**config.mk**
```make
export PLATFORM = sky130hd
export DESIGN_NAME = ext_trig_cond
export DESIGN_NICKNAME = d
export VERILOG_FILES = /design/src/rtl/ext_trig_pkg.sv /design/src/rtl/ext_trig_cond.sv
export SDC_FILE = /design/constraint.sdc
export NUM_CORES = 1
export LEC_CHECK = 0
export ABC_AREA = 1
export BUFFER_PORTS_ARGS = -buffer_cell sky130_fd_sc_hd__buf_4
export CAP_MARGIN = 30
export CORE_MARGIN = 5
export CORE_UTILIZATION = 30
export CTS_BUF_LIST = sky130_fd_sc_hd__clkbuf_8
export DETAILED_ROUTE_END_ITERATION = 16
export HOLD_SLACK_MARGIN = 0.06
export PLACE_DENSITY_LB_ADDON = 0.05
export SYNTH_ARGS = -nofsm -noshare
export SYNTH_HDL_FRONTEND = slang
export SYNTH_SLANG_ARGS = --single-unit
```
**constraint.sdc**
```tcl
create_clock -name clk_sys -period 3.44 [get_ports clk_sys]
set_input_delay 0.688 -clock clk_sys [delete_from_list [all_inputs] [get_ports clk_sys]]
set_output_delay 0.688 -clock clk_sys [all_outputs]
set_load 0.01 [all_outputs]
```
**src/rtl/ext_trig_pkg.sv**
```systemverilog
package ext_trig_pkg;
  // register map and field layout of the slave configuration word
  localparam logic [7:0]  SLAVE_MODE_CONFIG_OFS = 8'h08;
  localparam logic [7:0]  COUNT_VALUE_OFS       = 8'h0c;
  localparam logic [31:0] SLAVE_MODE_CONFIG_RST = 32'h00000000;
  localparam logic [15:0] SLAVE_MODE_CONFIG_WMASK = 16'hff80;
  localparam int POL_BIT      = 15;
  localparam int CLKB_BIT     = 14;
  localparam int PSC_LSB      = 12;
  localparam int FLT_LSB      = 8;
  localparam int SYNC_BIT     = 7;
  // dead-time sample clock divider relative to kernel clock
  localparam int DTS_DIV_DEFAULT = 1;
  localparam logic [3:0] TSEL_FORBIDDEN = 4'h8;
endpackage

```
**src/rtl/ext_trig_cond.sv**
```systemverilog
`timescale 1ns/1ns
// Summary of operation
// polarity bit 0 takes rising/high as active, 1 takes falling/low.
// clock mode b enable makes counter advance on each conditioned trigger edge.
// clock mode b works with restart/pause/event slaves; select 1000 forbidden then.
// with clock modes a and b both on, conditioned trigger clocks counter.
// prescale field divides trigger by 1, 2, 4 or 8.
// conditioned trigger rate must stay at or below kernel clock over four.
// filter counts equal consecutive samples, accepting a level at filter length.
// codes 0 off; 1-3 lengths 2,4,8 at kernel; 4-5 lengths 6,8 at half.
// codes 6-15 lengths 6/8, 6/8, 5/6/8, 5/6/8 at dead-time clock /4,/8,/16,/32.
// sync start bit makes trigger input the start event for linked timers.
// software keeps reserved register bits at reset value.
// trigger synchronised first; filter count restarts when a sample changes.
module ext_trig_cond
  import ext_trig_pkg::*;
#(
  parameter int DTS_DIV = DTS_DIV_DEFAULT
) (
  input  wire logic        clk_sys,
  input  wire logic        rst,
  input  wire logic [7:0]  address,
  input  wire logic        read,
  input  wire logic        write,
  input  wire logic [31:0] writedata,
  input  wire logic [3:0]  byteenable,
  output logic [31:0]      readdata,
  output logic             waitrequest,
  input  wire logic        ext_trigger_in,
  input  wire logic        trigger_input,
  input  wire logic        ext_clock_mode_a_enable,
  output logic             ext_trigger_conditioned,
  output logic [15:0]      count_value,
  output logic             trigger_output
);

  // configuration register and bus state
  logic [15:0] cfg;
  logic [15:0] next_cfg;
  logic        ack;
  logic        next_ack;
  logic [31:0] next_readdata;

  // waitrequest is high until the one-cycle acknowledge, so every access takes two cycles
  always_comb begin
    next_cfg      = cfg;
    next_ack      = (read || write) && !ack;
    next_readdata = readdata;
    if ((read || write) && !ack) begin
      next_readdata = 32'h00000000;
      if (read && address == SLAVE_MODE_CONFIG_OFS) begin
        next_readdata = {16'h0000, cfg};
      end else if (read && address == COUNT_VALUE_OFS) begin
        next_readdata = {16'h0000, count_value};
      end
    end
    // a write lands only at the edge where the master sees waitrequest low, i.e. while ack is up
    // reserved bits never store, so they keep reading zero
    if (write && ack && address == SLAVE_MODE_CONFIG_OFS) begin
      if (byteenable[0]) next_cfg[7:0] = writedata[7:0] & SLAVE_MODE_CONFIG_WMASK[7:0];
      if (byteenable[1]) next_cfg[15:8] = writedata[15:8];
    end
  end

  always_ff @(posedge clk_sys) begin
    if (rst) begin
      cfg      <= SLAVE_MODE_CONFIG_RST[15:0];
      ack      <= 1'b0;
      readdata <= 32'h00000000;
    end else begin
      cfg      <= next_cfg;
      ack      <= next_ack;
      readdata <= next_readdata;
    end
  end

  always_ff @(posedge clk_sys) begin
    if (rst) waitrequest <= 1'b1;
    else     waitrequest <= !next_ack;
  end

  logic       pol;
  logic       clkb;
  logic [1:0] psc;
  logic [3:0] flt;
  logic       sync_en;
  assign pol     = cfg[POL_BIT];
  assign clkb    = cfg[CLKB_BIT];
  assign psc     = cfg[PSC_LSB +: 2];
  assign flt     = cfg[FLT_LSB +: 4];
  assign sync_en = cfg[SYNC_BIT];

  // three-stage synchroniser; a change counts once stages two and three agree
  logic [2:0] sync_q;
  logic       settled;
  logic       next_settled;
  always_comb begin
    next_settled = (sync_q[1] == sync_q[2]) ? sync_q[1] : settled;
  end
  always_ff @(posedge clk_sys) begin
    if (rst) begin
      sync_q  <= 3'b000;
      settled <= 1'b0;
    end else begin
      sync_q  <= {sync_q[1:0], ext_trigger_in};
      settled <= next_settled;
    end
  end

  // polarity folds active-low onto active-high
  logic active_lvl;
  assign active_lvl = settled ^ pol;

  // prescaler: count active rising edges, pass one output pulse per 2^psc edges
  logic       act_d;
  logic [2:0] psc_cnt;
  logic [2:0] next_psc_cnt;
  logic       psc_out;
  logic       next_psc_out;
  always_comb begin
    next_psc_cnt = psc_cnt;
    next_psc_out = psc_out;
    if (psc == 2'b00) begin
      next_psc_out = active_lvl;
      next_psc_cnt = 3'h0;
    end else if (active_lvl && !act_d) begin
      next_psc_cnt = psc_cnt + 3'h1;
      if (psc_cnt == 3'(((1 << psc) >> 1) - 1)) next_psc_out = 1'b1;
      if (psc_cnt == 3'((1 << psc) - 1)) begin
        next_psc_out = 1'b0;
        next_psc_cnt = 3'h0;
      end
    end
  end
  always_ff @(posedge clk_sys) begin
    if (rst) begin
      act_d   <= 1'b0;
      psc_cnt <= 3'h0;
      psc_out <= 1'b0;
    end else begin
      act_d   <= active_lvl;
      psc_cnt <= next_psc_cnt;
      psc_out <= next_psc_out;
    end
  end

  // filter length per code
  function automatic logic [3:0] flt_len(input logic [3:0] code);
    case (code)
      4'h1:                      flt_len = 4'h2;
      4'h2:                      flt_len = 4'h4;
      4'h4, 4'h6, 4'h8, 4'hb, 4'he: flt_len = 4'h6;
      4'ha, 4'hd:                flt_len = 4'h5;
      default:                   flt_len = 4'h8;
    endcase
  endfunction

  // sample divider in kernel cycles: 1, 2, or dead-time clock over 4..32
  function automatic logic [15:0] flt_div(input logic [3:0] code);
    case (code)
      4'h4, 4'h5: flt_div = 16'h2;
      4'h6, 4'h7: flt_div = 16'(4 * DTS_DIV);
      4'h8, 4'h9: flt_div = 16'(8 * DTS_DIV);
      4'ha, 4'hb, 4'hc: flt_div = 16'(16 * DTS_DIV);
      4'hd, 4'he, 4'hf: flt_div = 16'(32 * DTS_DIV);
      default:    flt_div = 16'h1;
    endcase
  endfunction

  logic [15:0] div_cnt;
  logic [15:0] next_div_cnt;
  logic        samp_en;
  logic        last_samp;
  logic        next_last_samp;
  logic [3:0]  run_len;
  logic [3:0]  next_run_len;
  logic        filt;
  logic        next_filt;
  // sample enable comes from the divider: one cycle in flt_div(flt), every cycle when that is 1
  always_comb begin
    samp_en        = (div_cnt >= flt_div(flt) - 16'h1);
    next_div_cnt   = samp_en ? 16'h0 : div_cnt + 16'h1;
    next_last_samp = last_samp;
    next_run_len   = run_len;
    next_filt      = filt;
    if (flt == 4'h0) begin
      next_filt    = psc_out;
      next_run_len = 4'h0;
    end else if (samp_en) begin
      next_last_samp = psc_out;
      if (psc_out != last_samp) begin
        next_run_len = 4'h1;
      end else if (run_len < flt_len(flt)) begin
        next_run_len = run_len + 4'h1;
      end
      if (psc_out == last_samp && run_len + 4'h1 >= flt_len(flt)) next_filt = psc_out;
    end
  end
  always_ff @(posedge clk_sys) begin
    if (rst) begin
      div_cnt   <= 16'h0;
      last_samp <= 1'b0;
      run_len   <= 4'h0;
      filt      <= 1'b0;
    end else begin
      div_cnt   <= next_div_cnt;
      last_samp <= next_last_samp;
      run_len   <= next_run_len;
      filt      <= next_filt;
    end
  end

  // counter: advances on conditioned rising edge when mode b, or a together with b
  logic trig_in_q;
  logic trig_in_d;
  logic started;
  logic next_started;
  logic [15:0] next_count;
  logic next_trig_out;
  logic filt_d;
  always_comb begin
    next_started  = started;
    next_trig_out = 1'b0;
    next_count    = count_value;
    // when sync start is on, counting waits for the trigger input edge
    // started drops while sync start is off, so a later enable waits for a fresh start edge
    if (!sync_en) next_started = 1'b0;
    else if (trig_in_q && !trig_in_d && !started) begin
      next_started  = 1'b1;
      next_trig_out = 1'b1;
    end
    // mode a alone is kept outside; b wins the clock choice when both are set
    if (clkb && (started || !sync_en) && filt && !filt_d) next_count = count_value + 16'h1;
  end
  always_ff @(posedge clk_sys) begin
    if (rst) begin
      trig_in_q <= 1'b0;
      trig_in_d <= 1'b0;
      started   <= 1'b0;
      filt_d    <= 1'b0;
      count_value <= 16'h0;
      trigger_output <= 1'b0;
      ext_trigger_conditioned <= 1'b0;
    end else begin
      trig_in_q <= trigger_input;
      trig_in_d <= trig_in_q;
      started   <= next_started;
      filt_d    <= filt;
      count_value <= next_count;
      trigger_output <= next_trig_out;
      ext_trigger_conditioned <= filt;
    end
  end

  logic unused_a;
  assign unused_a = ext_clock_mode_a_enable;

  chk_count_step: assert property (@(posedge clk_sys) disable iff (rst)
    (count_value != $past(count_value)) |-> (count_value == $past(count_value) + 16'h1))
    else $error("counter moved by other than one");
  chk_count_off: assert property (@(posedge clk_sys) disable iff (rst)
    !$past(clkb) |-> $stable(count_value)) else $error("counter moved with mode b off");
  chk_filter_off: assert property (@(posedge clk_sys) disable iff (rst)
    (flt == 4'h0 && $past(flt) == 4'h0) |-> filt == $past(psc_out)) else $error("filter not bypassed");
  chk_reserved_zero: assert property (@(posedge clk_sys) disable iff (rst)
    cfg[6:0] == 7'h00) else $error("reserved bits stored");
  chk_no_psc: assert property (@(posedge clk_sys) disable iff (rst)
    (psc == 2'b00 && $past(psc) == 2'b00) |-> psc_out == $past(active_lvl)) else $error("prescaler not bypassed");
  chk_run_restart: assert property (@(posedge clk_sys) disable iff (rst)
    (flt != 4'h0 && samp_en && psc_out != last_samp) |=> run_len == 4'h1) else $error("filter run not restarted");
  chk_sync_wait: assert property (@(posedge clk_sys) disable iff (rst)
    (sync_en && !started) |=> $stable(count_value)) else $error("counted before sync start");
  chk_bus_answer: assert property (@(posedge clk_sys) disable iff (rst)
    ((read || write) && waitrequest && !ack) |=> !waitrequest) else $error("bus answer late");
endmodule

```
==> flow_metrics.py <==
metrics = {
    "run_status": {
        "status": "completed",
    },
    "final_layout": {
        "final_cell_count_no_fill": 912,
        "post-route-util_pct": 35.7,
        "drive_above_1_share_pct": 16.5,
        "final_nets": 781,
        "num_antenna_cells": 0,
        "area_growth_syn_to_layout_pct": 17.1,
    },
    "place": {
        "gp_congestion": 0.776,
        "port_buffers": 59,
        "dp.cells": 896,
        "dpl.hpwl_um": 9140,
    },
    "critical_path": {
        "reg2regPathDepth": 14,
        "end_kind": "register",
        "cp_max_fo": 16,
        "required_ns": 3.72,
        "crit_top_cell": "nand2_1",
        "slowest_stage": "nand3_1",
        "worstSetupStartpointType": "register",
        "crit_type": "register to register",
        "cp_num_buf_inv": 1,
        "crit_family": "simple AND/OR/NAND/NOR gates",
        "critPathMaxStageDelay_ns": 0.50,
        "critPathArrivalTime_ns": 3.16,
        "crit_chain": "nor2_1 -> nand2_1 -> nor3_1 -> ha_1 -> ha_1 -> nand2_1 -> inv_1 -> nand2_1 -> nor2_1 -> nor2_1 -> nand2_1 -> nand2_1 -> nand3_1 -> a211oi_1",
        "regToRegSetupSlack_ns": 0.56,
        "reg2reg_to": "div_cnt[9]",
    },
    "power": {
        "irDropWorstVdd_uv": 158,
        "pwr-share-clk_pct": 41.4,
        "power.share.switching_pct": 26.1,
        "pwr_density_cell_nw_per_um2": 338,
        "p_sw_uw": 499,
        "power_frac_comb_pct": 4.5,
        "p_leak_uw": 0.00236,
        "seqPwrFrac_pct": 54.1,
        "power.internal_uw": 1410,
    },
    "floorplanning": {
        "io_pins": 102,
        "die_w_um": 137,
        "core_area_um2": 15800,
        "die-area_um2": 18700,
        "die_h_um": 137,
        "row_count": 46,
        "initial_core_util_pct": 30.5,
    },
    "clocking": {
        "clk_pin_slew_ns": 0.11,
        "tritoncts": "built",
        "post_cts_buffers": 0,
        "cts_buffer_depth": 2,
        "cts_max_level": 3,
        "worstSkewPairLatency_ns": 0.39,
        "clkSinkCount": 89,
        "cts-resized-gates": 0,
        "cts-hold-fix-buffers": 0,
        "clockRootBuffer": "clkbuf_8",
        "cts_buffers": 9,
    },
    "timing": {
        "slew_headroom_pct": 52.9,
        "min_period_ns": 2.88,
        "grt_setup_unrepaired": "no",
        "slew_viol_final": 0,
        "holdWs_ns": 0.419,
        "tns_ns": 0,
        "fmax_mhz": 347,
        "clock_skew_ns": 0.0148,
        "tightest_slew_ns": 0.705,
        "setup_violations": 0,
        "hold_violations": 0,
        "fin_crit_sh_pct": 83.8,
    },
    "yosys": {
        "synth-async-reset-ratio_pct": 0,
        "synthTopCellsByArea": "dfxtp_1, ha_1, nand2_1, inv_1, nor2_1",
        "synth_warnings": 0,
        "synth_area_um2": 4830,
        "ys_seq_area_share_pct": 36.9,
        "synth_edf_count": 0,
        "synth_ff_type": "dfxtp_1",
        "synth.most_common_cell": "nand2_1",
        "synth_cells": 631,
        "synth.distinct_cells": 46,
        "synthTopCellsByCount": "nand2_1, dfxtp_1, inv_1",
        "yosys.area.top_type": "dfxtp_1",
        "synth_top_area_share_pct": 36.9,
        "synth-seq-cells": 89,
        "synth.avg_cell_area_um2": 7.66,
    },
    "global_routing": {
        "grt_max_degree": 31,
        "grt_use_total_pct": 13.4,
        "overflow": 0,
        "grt_pass1_vias": 3946,
        "grt_pass1_wl_um": 19700,
        "antenna_found_initial": 0,
    },
    "job": {
        "cap_violations": 0,
    },
    "hold_path": {
        "hold_start": "sync_q[0]",
        "hp-class": "register to register",
        "hold_path_end": "sync_q[1]",
        "holdPathStages": 2,
    },
    "route": {
        "wl_per_cell_um": 13.0,
        "drc": 0,
        "firstDrtPassIters": 4,
        "vias": 4086,
        "drtAntennaViolNets": 0,
        "drt_iter0_drc": 213,
        "routed_via_density": 4.48,
        "drt-total-wl_um": 11900,
    },
}
-- how the worst max path moves through the flow --
| stage | endpoint | slack (ns) | depth (start not counted) |
|---|---|---|---|
| after floorplan | register | 1.14 | 13 |
| after global placement | div_cnt[9] | 0.64 | 14 |
| after detailed placement | div_cnt[9] | 0.57 | 14 |
| after CTS | div_cnt[9] | 0.52 | 14 |
| after global routing | div_cnt[9] | 0.15 | 14 |
| final | div_cnt[9] | 0.56 | 14 |
-- worst reg2reg max path: stages, from the launching register on --
cell	delay, ns
dfxtp_1	0.35
nor2_1	0.09
nand2_1	0.09
nor3_1	0.29
ha_1	0.31
ha_1	0.29
nand2_1	0.07
inv_1	0.03
nand2_1	0.07
nor2_1	0.05
nor2_1	0.09
nand2_1	0.07
nand2_1	0.11
nand3_1	0.50
a211oi_1	0.36
-- power by group through the flow --
stage,combinational (µW),sequential (µW),clock [µW]
floorplan,58.0,1060,0
global placement,86.2,1060,0
global route,95.1,1040,868
finish,85.4,1040,793
CTS,86.8,1040,830
detailed placement,86.7,1060,0
-- through the flow --
| step | worst slack [ns] | area (µm²) | power (µW) |
|---|---|---|---|
| global route | 0.153 | 5660 | 2000 |
| global placement | 0.643 | 5450 | 1150 |
| CTS | 0.525 | 5660 | 1950 |
| floorplan | 1.14 | 4890 | 1120 |
| detailed placement | 0.566 | 5450 | 1150 |
| finish | 0.557 | 5660 | 1910 |
-- cell type report --
type | count | area (µm²)
Fill cell | 1720 | 10200
Multi-Input combinational cell | 450 | 2630
Sequential cell | 89 | 1780
Timing Repair Buffer | 62 | 465
Inverter | 79 | 297
Tap cell | 216 | 270
Clock buffer | 9 | 124
Clock inverter | 7 | 85.1
-- per-layer routing --
metal	up-vias	global-route usage (%)	part of all wire (%)	routed length [µm]
li1	2163	-	-	-
met1	1844	16.6	47	5630
met2	69	22.6	48	5670
met3	10	4.12	3.8	447
met4	0	3.55	1.2	146
met5	-	0	0	0
-- cells by family (layout without fill, tap and decap cells) --
group,after synthesis,after routing,share of synthesized area (%)
AOI/OAI and AO/OA,93,93,11.0
xor gates and xnor gates,23,23,4.17
DFF,89,89,36.9
other,1,16,0.0776
adders and majority gates,39,39,10.1
and+or+nand+nor,278,278,27.8
muxes,1,1,0.207
buffers and inverters,107,157,9.76
-- cells in the final DEF, fill, tap and decap left out, drive strengths merged --
cell type	n
bufinv	1
conb	16
xnor2	10
a21o	1
nor3	15
buf	62
a31oi	1
nand4	14
nand2	115
nor2	73
nor3b	5
a21oi	30
xor2	13
nor4	2
nand3	48
o21bai	1
mux2i	1
a21boi	1
dfxtp	89
ha	39
clkbuf	9
nand3b	2
o21ai	41
o2111ai	1
o211ai	10
clkinv	2
o21a	1
or2	4
a211oi	6
clkinvlp	2
inv	81
(Power assumes the default switching activity.)
